## src/logic/adc_seq_pkg.sv

```systemverilog
// Purpose: Shared constants and types for the converter sequencing control block
// Assumes: AXI4-Lite register access, 32-bit data, 16-bit registers in low bits
// Notes:   Offsets are byte addresses of aligned words
package adc_seq_pkg;

  // ==========================================================================
  // Register offsets
  localparam logic [7:0] timing_off     = 8'h00;
  localparam logic [7:0] dma_size_off   = 8'h04;
  localparam logic [7:0] scan_cmp_off   = 8'h08;
  localparam logic [7:0] chan_sel_off   = 8'h0c;
  localparam logic [7:0] buf_ctrl_off   = 8'h10;
  localparam logic [7:0] status_off     = 8'h14;

  // ==========================================================================
  // Field positions
  localparam int clk_src_bit    = 15;
  localparam int ext_sample_enable_bit   = 14;
  localparam int pump_bit       = 13;
  localparam int auto_sample_time_lsb       = 8;
  localparam int scan_en_bit    = 15;
  localparam int low_pwr_bit    = 14;
  localparam int ctm_req_bit    = 13;
  localparam int bg_req_bit     = 12;
  localparam int scan_interrupt_mode_lsb      = 8;
  localparam int wm_lsb         = 2;
  localparam int nb_lsb         = 13;
  localparam int sb_lsb         = 8;
  localparam int na_lsb         = 5;

  // Implemented-bit masks for each writable register
  localparam logic [15:0] timing_mask   = 16'hbfff;
  localparam logic [15:0] dma_size_mask = 16'h0007;
  localparam logic [15:0] scan_cmp_mask = 16'hf30f;
  localparam logic [15:0] chan_sel_mask = 16'hffff;
  localparam logic [15:0] buf_ctrl_mask = 16'h000f;

  // ==========================================================================
  // Reset values and sizes
  localparam logic [15:0] reg_reset     = 16'h0000;
  localparam logic [4:0]  half_words    = 5'h0d;
  localparam logic [4:0]  upper_base    = 5'h0c;
  localparam logic [4:0]  fifo_words    = 5'h1a;
  localparam logic [7:0]  div_max       = 8'h3f;
  localparam logic [4:0]  last_analog   = 5'h17;
  localparam logic [2:0]  neg_ref_code  = 3'h0;
  localparam logic [2:0]  neg_an1_code  = 3'h2;

  // AXI responses
  localparam logic [1:0]  resp_okay     = 2'h0;
  localparam logic [1:0]  resp_slverr   = 2'h2;

  typedef enum logic [1:0] {
    wm_legacy  = 2'b00,
    wm_save    = 2'b01,
    wm_compare = 2'b10,
    wm_rsvd    = 2'b11
  } write_mode_e;

  typedef enum logic [1:0] {
    cm_less    = 2'b00,
    cm_greater = 2'b01,
    cm_inside  = 2'b10,
    cm_outside = 2'b11
  } compare_mode_e;

  typedef enum logic [1:0] {
    cv_idle   = 2'b00,
    cv_sample = 2'b01,
    cv_conv   = 2'b10
  } conv_state_e;

  // Analog front-end selection passed to the multiplexer
  typedef struct packed {
    logic [4:0] positive_sel;
    logic [2:0] negative_sel;
    logic       positive_valid;
    logic       negative_valid;
    logic       has_result_buffer;
  } mux_sel_s;

  // Result store write request
  typedef struct packed {
    logic        valid;
    logic [4:0]  index;
    logic [11:0] data;
  } store_wr_s;

endpackage

```

## src/logic/adc_sequencing_control.sv

```systemverilog
// Purpose: Register file and sequencing control of a successive-approximation converter
// Assumes: Converter core delivers results with conv_done pulses; threshold pairs from software
// Notes:   Result store lives here; compare references come from threshold inputs
//
// Overview of operation
// - Split mode: halves start at words 0 and 12, alternate fill
// - Single mode: 26-word buffer filled from zero
// - Fill mode and half status need non-indexed storage
// - Alternate sampling swaps A and B selections
// - Clock source bit picks RC or divided clock
// - Extended sampling flag shows sampling after clear
// - Pump enable bit drives switch charge pump
// - Auto-sample time counts conversion clock periods
// - Divider gives value plus one cycles, upper reserved
// - DMA size field allocates two-power words
// - DMA size used only with DMA, non-extended
// - Auto-scan enable bit turns scanning on
// - Low-power bit drops power after scan
// - Current source request while converter active
// - Band gap request while converter active
// - Scan interrupt mode selects interrupt cause
// - Write mode chooses save, compare or legacy
// - Window modes match outside or inside pair
// - Greater and less modes compare against reference
// - Negative select: reference or input one only
// - Positive select decodes inputs and internal sources
// - Sample A fields decode like Sample B
// - Indexed storage writes to channel location
`timescale 1ns/1ps
`default_nettype none
module adc_sequencing_control #(
  parameter int unsigned words = 26
) (
  // Clock and reset
  input  wire logic                      aclk,
  input  wire logic                      aresetn,
  // AXI4-Lite slave
  input  wire logic [7:0]                s_awaddr,
  input  wire logic                      s_awvalid,
  output logic                           s_awready,
  input  wire logic [31:0]               s_wdata,
  input  wire logic [3:0]                s_wstrb,
  input  wire logic                      s_wvalid,
  output logic                           s_wready,
  output logic [1:0]                     s_bresp,
  output logic                           s_bvalid,
  input  wire logic                      s_bready,
  input  wire logic [7:0]                s_araddr,
  input  wire logic                      s_arvalid,
  output logic                           s_arready,
  output logic [31:0]                    s_rdata,
  output logic [1:0]                     s_rresp,
  output logic                           s_rvalid,
  input  wire logic                      s_rready,
  // Converter core
  input  wire logic                      converter_on,
  input  wire logic                      sample_enable,
  input  wire logic                      extended_dma_enable,
  input  wire logic                      extended_buffer_mode,
  input  wire logic                      rc_clock_tick,
  input  wire logic                      conv_done,
  input  wire logic [11:0]               conv_result,
  input  wire logic                      scan_sequence_done,
  input  wire logic [11:0]               threshold_lo,
  input  wire logic [11:0]               threshold_hi,
  // Front-end controls
  output adc_seq_pkg::mux_sel_s          mux_sel,
  output logic                           conv_clock_tick,
  output logic                           sampling_active,
  output logic                           switch_pump_enable,
  output logic                           charge_time_current_source,
  output logic                           bandgap_enable,
  output logic                           low_power,
  output logic                           auto_scan_enable,
  output logic [7:0]                     dma_words_per_input,
  output logic                           scan_event,
  output logic                           compare_match,
  output adc_seq_pkg::store_wr_s         store_wr
);

  // ==========================================================================
  // Registers
  logic [15:0] timing;
  logic [15:0] dma_size;
  logic [15:0] scan_cmp;
  logic [15:0] chan_sel;
  logic [15:0] buf_ctrl;
  logic        extended_sampling_flag;
  logic        half_fill_status;
  logic [11:0] result_mem [words];

  wire         conv_clock_source_sel    = timing[adc_seq_pkg::clk_src_bit];
  wire  [4:0]  auto_sample_time         = timing[adc_seq_pkg::auto_sample_time_lsb +: 5];
  wire  [7:0]  conv_clock_divider       = timing[7:0];
  wire  [2:0]  dma_size_code            = dma_size[2:0];
  wire  [1:0]  scan_interrupt_mode      = scan_cmp[adc_seq_pkg::scan_interrupt_mode_lsb +: 2];
  wire  [1:0]  result_write_mode        = scan_cmp[adc_seq_pkg::wm_lsb +: 2];
  wire  [1:0]  compare_mode             = scan_cmp[1:0];
  wire         alternate_sampling_sel   = buf_ctrl[0];
  wire         split_fill_select        = buf_ctrl[1];
  wire         channel_indexed_store_en = buf_ctrl[2];

  // ==========================================================================
  // AXI4-Lite slave: address and data taken in either order
  logic        aw_held;
  logic        w_held;
  logic [7:0]  aw_addr;
  logic [31:0] w_data;
  logic [3:0]  w_strb;
  wire         do_write = aw_held && w_held && !s_bvalid;

  assign s_awready = !aw_held && !s_bvalid;
  assign s_wready  = !w_held && !s_bvalid;
  assign s_arready = !s_rvalid;

  always_ff @(posedge aclk) begin
    if (!aresetn) begin
      aw_held <= 1'b0;
      w_held  <= 1'b0;
      aw_addr <= 8'h00;
      w_data  <= 32'h0000_0000;
      w_strb  <= 4'h0;
    end else begin
      if (s_awvalid && s_awready) begin
        aw_held <= 1'b1;
        aw_addr <= s_awaddr;
      end else if (do_write) begin
        aw_held <= 1'b0;
      end
      if (s_wvalid && s_wready) begin
        w_held <= 1'b1;
        w_data <= s_wdata;
        w_strb <= s_wstrb;
      end else if (do_write) begin
        w_held <= 1'b0;
      end
    end
  end

  function automatic logic [15:0] merge(input logic [15:0] old, input logic [15:0] mask);
    logic [15:0] v;
    v = old;
    if (w_strb[0]) v[7:0] = w_data[7:0];
    if (w_strb[1]) v[15:8] = w_data[15:8];
    return v & mask;
  endfunction

  function automatic logic mapped(input logic [7:0] a);
    return a == adc_seq_pkg::timing_off || a == adc_seq_pkg::dma_size_off ||
           a == adc_seq_pkg::scan_cmp_off || a == adc_seq_pkg::chan_sel_off ||
           a == adc_seq_pkg::buf_ctrl_off || a == adc_seq_pkg::status_off;
  endfunction

  always_ff @(posedge aclk) begin
    if (!aresetn) begin
      s_bvalid <= 1'b0;
      s_bresp  <= adc_seq_pkg::resp_okay;
    end else if (do_write) begin
      s_bvalid <= 1'b1;
      s_bresp  <= mapped(aw_addr) ? adc_seq_pkg::resp_okay : adc_seq_pkg::resp_slverr;
    end else if (s_bready) begin
      s_bvalid <= 1'b0;
    end
  end

  // Unimplemented bits are masked on write and read zero, except timing bit 14, which shows the extended sampling flag
  always_ff @(posedge aclk) begin
    if (!aresetn) begin
      timing   <= adc_seq_pkg::reg_reset;
      dma_size <= adc_seq_pkg::reg_reset;
      scan_cmp <= adc_seq_pkg::reg_reset;
      chan_sel <= adc_seq_pkg::reg_reset;
      buf_ctrl <= adc_seq_pkg::reg_reset;
    end else if (do_write) begin
      case (aw_addr)
        adc_seq_pkg::timing_off:   timing   <= merge(timing, adc_seq_pkg::timing_mask);
        adc_seq_pkg::dma_size_off: dma_size <= merge(dma_size, adc_seq_pkg::dma_size_mask);
        adc_seq_pkg::scan_cmp_off: scan_cmp <= merge(scan_cmp, adc_seq_pkg::scan_cmp_mask);
        adc_seq_pkg::chan_sel_off: chan_sel <= merge(chan_sel, adc_seq_pkg::chan_sel_mask);
        adc_seq_pkg::buf_ctrl_off: buf_ctrl <= merge(buf_ctrl, adc_seq_pkg::buf_ctrl_mask);
        default: ;
      endcase
    end
  end

  logic [15:0] rd_word;
  always_comb begin
    case (s_araddr)
      adc_seq_pkg::timing_off:   rd_word = timing | 16'(extended_sampling_flag) << adc_seq_pkg::ext_sample_enable_bit;
      adc_seq_pkg::dma_size_off: rd_word = dma_size;
      adc_seq_pkg::scan_cmp_off: rd_word = scan_cmp;
      adc_seq_pkg::chan_sel_off: rd_word = chan_sel;
      adc_seq_pkg::buf_ctrl_off: rd_word = buf_ctrl;
      adc_seq_pkg::status_off:   rd_word = {15'h0000, half_fill_status};
      default:                   rd_word = 16'h0000;
    endcase
  end

  always_ff @(posedge aclk) begin
    if (!aresetn) begin
      s_rvalid <= 1'b0;
      s_rdata  <= 32'h0000_0000;
      s_rresp  <= adc_seq_pkg::resp_okay;
    end else if (s_arvalid && s_arready) begin
      s_rvalid <= 1'b1;
      s_rdata  <= {16'h0000, rd_word};
      s_rresp  <= mapped(s_araddr) ? adc_seq_pkg::resp_okay : adc_seq_pkg::resp_slverr;
    end else if (s_rready) begin
      s_rvalid <= 1'b0;
    end
  end

  // ==========================================================================
  // Conversion clock: reserved divider codes saturate at the largest legal one
  logic [7:0] div_count;
  wire  [7:0] div_eff = (conv_clock_divider > adc_seq_pkg::div_max) ? adc_seq_pkg::div_max
                                                                     : conv_clock_divider;
  logic       sys_tick;
  always_ff @(posedge aclk) begin
    if (!aresetn) begin
      div_count <= 8'h00;
      sys_tick  <= 1'b0;
    end else if (div_count >= div_eff) begin
      div_count <= 8'h00;
      sys_tick  <= 1'b1;
    end else begin
      div_count <= div_count + 8'h01;
      sys_tick  <= 1'b0;
    end
  end
  assign conv_clock_tick = conv_clock_source_sel ? rc_clock_tick : sys_tick;

  // ==========================================================================
  // Sampling timer and extended sampling flag
  logic [4:0] sample_enable_count;
  logic       sample_enable_running;
  logic       sample_enable_d;
  always_ff @(posedge aclk) begin
    if (!aresetn) begin
      sample_enable_running    <= 1'b0;
      sample_enable_count      <= 5'h00;
      sample_enable_d <= 1'b0;
    end else begin
      sample_enable_d <= sample_enable;
      if (sample_enable && !sample_enable_d) begin
        sample_enable_running <= auto_sample_time != 5'h00;
        sample_enable_count   <= auto_sample_time;
      end else if (sample_enable_running && conv_clock_tick) begin
        sample_enable_count   <= sample_enable_count - 5'h01;
        sample_enable_running <= sample_enable_count != 5'h01;
      end
    end
  end
  assign sampling_active = sample_enable || sample_enable_running;

  always_ff @(posedge aclk) begin
    if (!aresetn) extended_sampling_flag <= 1'b0;
    else extended_sampling_flag <= !sample_enable && sample_enable_running;
  end

  // ==========================================================================
  // Static controls
  wire active = converter_on && sampling_active;
  assign switch_pump_enable         = timing[adc_seq_pkg::pump_bit];
  assign auto_scan_enable           = scan_cmp[adc_seq_pkg::scan_en_bit];
  assign charge_time_current_source = scan_cmp[adc_seq_pkg::ctm_req_bit] && active;
  assign bandgap_enable             = scan_cmp[adc_seq_pkg::bg_req_bit] && active;
  assign dma_words_per_input = (extended_dma_enable && !extended_buffer_mode)
                               ? 8'h01 << dma_size_code : 8'h00;

  always_ff @(posedge aclk) begin
    if (!aresetn) low_power <= 1'b0;
    else if (scan_sequence_done) low_power <= scan_cmp[adc_seq_pkg::low_pwr_bit];
    else if (sample_enable) low_power <= 1'b0;
  end

  // ==========================================================================
  // Input selection: alternating A/B
  logic use_b;
  always_ff @(posedge aclk) begin
    if (!aresetn) use_b <= 1'b0;
    else if (!alternate_sampling_sel) use_b <= 1'b0;
    else if (conv_done) use_b <= !use_b;
  end

  wire [4:0] pos_code = use_b ? chan_sel[adc_seq_pkg::sb_lsb +: 5] : chan_sel[4:0];
  wire [2:0] neg_code = use_b ? chan_sel[adc_seq_pkg::nb_lsb +: 3] : chan_sel[adc_seq_pkg::na_lsb +: 3];
  always_comb begin
    mux_sel.positive_sel      = pos_code;
    mux_sel.negative_sel      = neg_code;
    mux_sel.positive_valid    = 1'b1;
    mux_sel.has_result_buffer = pos_code <= adc_seq_pkg::last_analog + 5'h02;
    mux_sel.negative_valid    = neg_code == adc_seq_pkg::neg_ref_code ||
                                neg_code == adc_seq_pkg::neg_an1_code;
  end

  // ==========================================================================
  // Compare and result store
  logic match;
  always_comb begin
    case (compare_mode)
      adc_seq_pkg::cm_less:    match = conv_result < threshold_lo;
      adc_seq_pkg::cm_greater: match = conv_result > threshold_lo;
      adc_seq_pkg::cm_inside:  match = conv_result >= threshold_lo && conv_result <= threshold_hi;
      adc_seq_pkg::cm_outside: match = conv_result < threshold_lo || conv_result > threshold_hi;
      default:                 match = 1'b0;
    endcase
  end

  logic [4:0] fill_ptr;
  logic       do_store;
  always_comb begin
    case (result_write_mode)
      adc_seq_pkg::wm_legacy: do_store = conv_done;
      adc_seq_pkg::wm_save:   do_store = conv_done && match;
      default:                do_store = 1'b0;
    endcase
  end
  wire       split_active = split_fill_select && !channel_indexed_store_en;
  wire [4:0] fifo_index   = (split_active && half_fill_status) ? adc_seq_pkg::upper_base + fill_ptr : fill_ptr;
  wire [4:0] store_index  = channel_indexed_store_en ? pos_code : fifo_index;
  wire [4:0] fill_limit   = split_active ? adc_seq_pkg::half_words : adc_seq_pkg::fifo_words;

  always_ff @(posedge aclk) begin
    if (!aresetn) begin
      fill_ptr         <= 5'h00;
      half_fill_status <= 1'b0;
    end else if (!split_active) begin
      half_fill_status <= 1'b0;
      if (do_store && !channel_indexed_store_en)
        fill_ptr <= (fill_ptr + 5'h01 >= fill_limit) ? 5'h00 : fill_ptr + 5'h01;
    end else if (do_store) begin
      fill_ptr         <= 5'h00;
      half_fill_status <= !half_fill_status;
    end
  end

  always_ff @(posedge aclk) begin
    if (do_store && store_index < 5'(words))
      result_mem[store_index] <= conv_result;
  end

  always_ff @(posedge aclk) begin
    if (!aresetn) store_wr <= '0;
    else store_wr <= '{valid: do_store, index: store_index, data: conv_result};
  end

  // ==========================================================================
  // Scan interrupt cause
  logic match_seen;
  always_ff @(posedge aclk) begin
    if (!aresetn) begin
      compare_match <= 1'b0;
      match_seen    <= 1'b0;
      scan_event    <= 1'b0;
    end else begin
      compare_match <= conv_done && match;
      if (scan_sequence_done) match_seen <= 1'b0;
      else if (conv_done && match) match_seen <= 1'b1;
      case (scan_interrupt_mode)
        2'b01:   scan_event <= scan_sequence_done;
        2'b10:   scan_event <= conv_done && match;
        2'b11:   scan_event <= scan_sequence_done && (match_seen || (conv_done && match));
        default: scan_event <= 1'b0;
      endcase
    end
  end
endmodule
`default_nettype wire

```

## config.mk

```make
export PLATFORM = sky130hd
export DESIGN_NAME = adc_sequencing_control
export DESIGN_NICKNAME = d
export VERILOG_FILES = /design/src/logic/adc_seq_pkg.sv /design/src/logic/adc_sequencing_control.sv
export SDC_FILE = /design/constraint.sdc
export NUM_CORES = 1
export LEC_CHECK = 0
export ABC_CLOCK_PERIOD_IN_PS = 3400
export BUFFER_PORTS_ARGS = -buffer_cell sky130_fd_sc_hd__buf_4
export CAP_MARGIN = 10
export CORE_UTILIZATION = 55
export CTS_BUF_LIST = sky130_fd_sc_hd__clkbuf_8
export CTS_CLUSTER_DIAMETER = 150
export CTS_CLUSTER_SIZE = 14
export DETAILED_ROUTE_END_ITERATION = 12
export PLACE_DENSITY_LB_ADDON = 0.3
export SETUP_SLACK_MARGIN = 0.15
export SYNTH_ARGS = -nofsm -noshare
export SYNTH_HDL_FRONTEND = slang
export SYNTH_SLANG_ARGS = --single-unit
```

## constraint.sdc

```tcl
create_clock -name aclk -period 3.4 [get_ports aclk]
set_input_delay 0.68 -clock aclk [delete_from_list [all_inputs] [get_ports aclk]]
set_output_delay 0.68 -clock aclk [all_outputs]
set_load 0.01 [all_outputs]
```

# Word level (Yosys, flattened, before mapping)
# Index checks and enable logic that the tools add are counted.
[totals]
register_bits = 144
inputBits = 102
out_inout_bits = 87
[classes]
n_addsub = 4
n_lt_le_gt_ge = 9
n_eq_ne = 20
shifts = 1
n_mux = 32
bitwise_logic = 2
reduce_logical = 70
[ops]
columns = ["cell", "count"]
rows = [
  ["$pmux 16 s6", 1],
  ["$mux 5", 10],
  ["$eq 8x4->1 const B", 4],
  ["$eq 8x5->1 const B", 4],
  ["$gt 12x12->1", 2],
  ["$reduce_and 3->1", 8],
  ["$logic_and 1x1->1", 20],
  ["$eq 8x3->1 const B", 2],
  ["$logic_not 8->1", 2],
  ["$mux 8", 2],
  ["$or 16x15->16", 1],
  ["$logic_or 1x1->1", 14],
  ["$reduce_bool 2->1", 7],
  ["$mux 1", 13],
  ["$ge 12x12->1", 1],
  ["$le 12x12->1", 1],
  ["$lt 12x12->1", 1],
  ["$logic_not 1->1", 10],
  ["$add 8x1->8 const B", 1],
  ["$eq 2x2->1 const B", 4],
  ["$ge 8x8->1", 1],
  ["$gt 8x6->1 const B", 1],
  ["$shl 1x3->8 const A", 1],
  ["$eq 2x1->1 const B", 3],
  ["other kinds (19)", 24],
]

# Longest topological paths before layout
[depth]
ltp_word = 8
mapped_depth = 9

# Least setup slack after synthesis
# No wires, ideal clock.
[synth_path]
kind = "input to register"
startpoint = "input port threshold_lo[10]"
endpoint = "register half_fill_status"
setup_time_ns = 0.070
arrival_time_ns = 2.426
required_time_ns = 3.330
path_slack_ns = 0.904
cell_stages = 9
path_buffers = 0
path_cell_list = "inv_1 ha_1 a21oi_1 nand2_1 a21o_1 o31ai_2 mux2i_2 or4_1 a21oi_1"
[synth_via]
elab_chain_cells = 5
elab_cells_between_ends = 8
[synth_rtl]
columns = ["element", "line", "source"]
rows = [
  ["from (decl)", "adc_sequencing_control.sv:64", "input wire logic [11:0] threshold_lo,"],
  ["$lt 12x12->1 or $ge 12x12->1 (tied branches)", "adc_sequencing_control.sv:302, adc_sequencing_control.sv:305, adc_sequencing_control.sv:304", ""],
  ["$logic_or 1x1->1 or $logic_and 1x1->1 (tied branches)", "adc_sequencing_control.sv:305, adc_sequencing_control.sv:304", ""],
  ["$pmux 1 s4 *", "adc_sequencing_control.sv:301", "case (compare_mode)"],
  ["$logic_and 1x1->1 *", "adc_sequencing_control.sv:315", "adc_seq_pkg::wm_save: do_store = conv_done && match;"],
  ["$pmux 1 s2 *", "adc_sequencing_control.sv:313", "case (result_write_mode)"],
  ["to (signal assigned)", "adc_sequencing_control.sv:334", "half_fill_status <= !half_fill_status;"],
  ["to (decl)", "adc_sequencing_control.sv:89", "logic half_fill_status;"],
]
# Every way passes the cells marked *; elsewhere a longest branch is shown, timed or not.
# A chain may end at the register's enable or synchronous reset.

# Worst setup path after layout
[layout_path]
startpoint = "register buf_ctrl[2]"
endpoint = "register fill_ptr[2]"
[layout_via]
elab_chain_cells = 7
elab_cells_between_ends = 11
[layout_rtl]
columns = ["element", "line", "source"]
rows = [
  ["from (decl)", "adc_sequencing_control.sv:87", "logic [15:0] buf_ctrl;"],
  ["from (signal assigned)", "adc_sequencing_control.sv:173", "buf_ctrl <= adc_seq_pkg::reg_reset;"],
  ["from (signal assigned)", "adc_sequencing_control.sv:180", "adc_seq_pkg::buf_ctrl_off: buf_ctrl <= merge(buf_ctrl, adc_seq_pkg::buf_ctrl_mask);"],
  ["$logic_not 1->1 *", "adc_sequencing_control.sv:319, adc_sequencing_control.sv:330", ""],
  ["$logic_and 1x1->1", "adc_sequencing_control.sv:319", "wire split_active = split_fill_select && !channel_indexed_store_en;"],
  ["$mux 5", "adc_sequencing_control.sv:322", "wire [4:0] fill_limit = split_active ? adc_seq_pkg::half_words : adc_seq_pkg::fifo_words;"],
  ["$ge 5x5->1", "adc_sequencing_control.sv:331", "fill_ptr <= (fill_ptr + 5'h01 >= fill_limit) ? 5'h00 : fill_ptr + 5'h01;"],
  ["$mux 5", "adc_sequencing_control.sv:331", ""],
  ["$mux 5", "adc_sequencing_control.sv:330", "if (do_store && !channel_indexed_store_en)"],
  ["$mux 5", "adc_sequencing_control.sv:328", "end else if (!split_active) begin"],
  ["to (signal assigned)", "adc_sequencing_control.sv:331", ""],
  ["to (decl)", "adc_sequencing_control.sv:310", "logic [4:0] fill_ptr;"],
]
# Every way passes the cells marked *; elsewhere a longest branch is shown, timed or not. The select of a mux whose other input is x is not followed.

==> metrics <==
status=completed; CTS resizes=0; CTS tree=yes; Post-synth EDFFs=0; Clock Latency Late Sink=0.46 ns; Routed wire per std cell=14.81 µm; VDD IR max=239.9 µV; Synth cell types=59; RSZ-0062 raised after global routing=false; # H-tree levels=4; total grt overflow=0; TritonCTS Buffers=17; crit path DAT=3.08 ns; Post-synth ARST share=0; HP Start=conv_result[0]; Peak Freq=374.4 MHz; Die Ht=117.0 µm; Global Route Usage Sum=0.2602; postcts setup bufs=0; r2r startpoint=buf_ctrl[2]$_SDFFE_PN0P_; CP Data Required Time=3.81 ns; Slew @ Worst Pin=0.6779 ns; fin cells=1156; CTS Sinks=142; dpl cells=1124; CTS Hold Bufs=0; Slew headroom=0.5470; CP startpoint=buf_ctrl[2]$_SDFFE_PN0P_; final hold vios=0; initial antenna violation count=0; core area=0.01277 mm²; MaxCap Viol Count=0; diode count=0; ratio of cells with drive above 1 in the final layout=0.2205; min-delay worst type=in -> reg; Initial Util=0.5693; die width=117.0 µm; Setup CP Type=reg -> reg; startpoint types=register; Clock Skews=0.008690 ns; setup total negative slack=0 ns; most frequent cells in the layout=160 x buf_4, 142 x dfxtp_1, 121 x nand2_1; leakage power=0.004030 µW; initial DRC count=340; Avg Inst Size Synth=8.815 µm²; # fillers=1077; Final setup viols=0; nets@finish=1115; # IOs=189; FF+latch count, synth=142; Critical Path Sink Type=register; Routed WL=17120 µm; R2R setup slack=0.73 ns; Mapped Area=0.007272 mm²; gpl congestion=0.8622; clock-pin slew on the worst setup and hold paths=0.08 ns; via count=6203; sequential area share after synthesis=0.3909; top_reg_cell synth=dfxtp_1; crit-path max FO=14; clock tree buffer depth=2; dpl hpwl=12480 µm; Synth Instances=825; DRC Markers=0; min Tclk post-route=2.671 ns; Final Cycle Share=0.7856; vias per std cell=5.366; largest net degree at the start of global routing=87; Root Buffer=clkbuf_8; pwr/cell area=409.8 mW/mm²; standard-cell rows=41; Layout area overhead=23.02%; first-pass GRT wire length=27080 µm; antenna-violating nets left=0; number of global-route vias before repair=5629; synth warn=0; DR pass1 iterations=5; most common cell after layout, fill and taps aside=buf_4; Port Buffers=151; die footprint=0.01369 mm²; Pins Over Slew Limit=0
[cell usage after synthesis (all sizes together) (16+ instances only)]
master | instances | area [µm²]
nand2 | 121 | 454.2
buf | 21 | 152.6
dfxtp | 142 | 2843
nor2 | 30 | 112.6
mux2i | 47 | 478.0
and2 | 19 | 118.9
nor2b | 51 | 319.1
inv | 41 | 153.9
a22oi | 16 | 120.1
ha | 42 | 525.5
a21boi | 50 | 375.4
a21oi | 29 | 145.1
clkbuf | 32 | 120.1
o21ai | 18 | 90.09
nand3 | 29 | 145.1
[path summary, 6_finish.rpt]
path                              endpoint  cells past startpoint
setup / recovery  fill_ptr[2]$_SDFFE_PN0P_                      9
hold reg to reg    s_rdata[8]$_SDFFE_PN0P_                      2
hold / removal      store_wr[0]$_SDFF_PN0_                      2
setup reg to reg  fill_ptr[2]$_SDFFE_PN0P_                      9
[report_power, final]
part / leakage [µW] / internal [µW] / switching (µW)
Combinational: 0.00266 / 204 / 220
Sequential: 0.00116 / 1710 / 45.0
Clock: 0.000211 / 817 / 669
[worst max-delay path, stage by stage, from the launching register on]
cell	delay (ns)
dfxtp_1	0.48
nor2b_1	0.51
ha_1	0.33
nand2b_1	0.14
a21o_1	0.17
a21o_1	0.18
a311oi_1	0.33
buf_4	0.20
and4_1	0.19
a21bo_1	0.10
[state kept, by name, indices dropped and copies added (netlist names), 2 cells and up]
signal and flops:
w_strb 2, aw_addr 8, dma_size 3, w_data 16
div_count 8, fill_ptr 5, timing 15, chan_sel 16
sample_enable_count 5, s_rdata 16, store_wr 18, buf_ctrl 4
scan_cmp 10
[per-layer routing]
layer	track usage	part of all wire	vias up	wire (µm)
met3	0.07055	0.059	27	1012
met4	0.09030	0.017	0	291
met1	0.3247	0.45	2880	7767
met5	0	0	-	0
li1	-	-	3111	-
met2	0.4335	0.47	185	8050
[final cells by class]
| class | instances | area (µm²) | share of cell area |
|---|---|---|---|
| clock buffers | 18 | 247.7 | 0.02769 |
| clock inverters | 14 | 191.4 | 0.02140 |
| inverters | 41 | 153.9 | 0.01720 |
| multi-input cells | 608 | 4074 | 0.4554 |
| flip-flops and latches | 142 | 2843 | 0.3178 |
| well taps | 172 | 215.2 | 0.02406 |
| repair buffers | 161 | 1221 | 0.1365 |
[cell families (layout without fill, tap and decap cells)]
kind of cell	count (synthesis)	in the layout	synth area share
and+or+nand+nor	313	313	0.2204
xor gates and xnor gates	15	15	0.01807
muxes	55	55	0.07811
DFF	142	142	0.3909
buffers and inverters	94	234	0.05867
adders and majority gates	42	42	0.07226
AOI/OAI and AO/OA	162	162	0.1605
other	2	21	0.001033
[stage by stage]
stage | power (µW) | hold slack (ns) | setup WS, ns | util | area (µm²)
final | 3666 | 0.4311 | 0.7289 | 0.7004 | 8946
after global routing | 3818 | 0.4069 | 0.5683 | 0.7004 | 8946
after CTS | 3680 | 0.4111 | 0.7297 | 0.7004 | 8946
after detailed placement | 2216 | 0.4459 | 0.5147 | 0.6660 | 8507
after global placement | 2206 | 0.4403 | 0.5799 | 0.6660 | 8507
after floorplan | 2047 | 0.4412 | 0.9042 | - | 7343
Note: power is estimated with default switching activity, not from simulation.
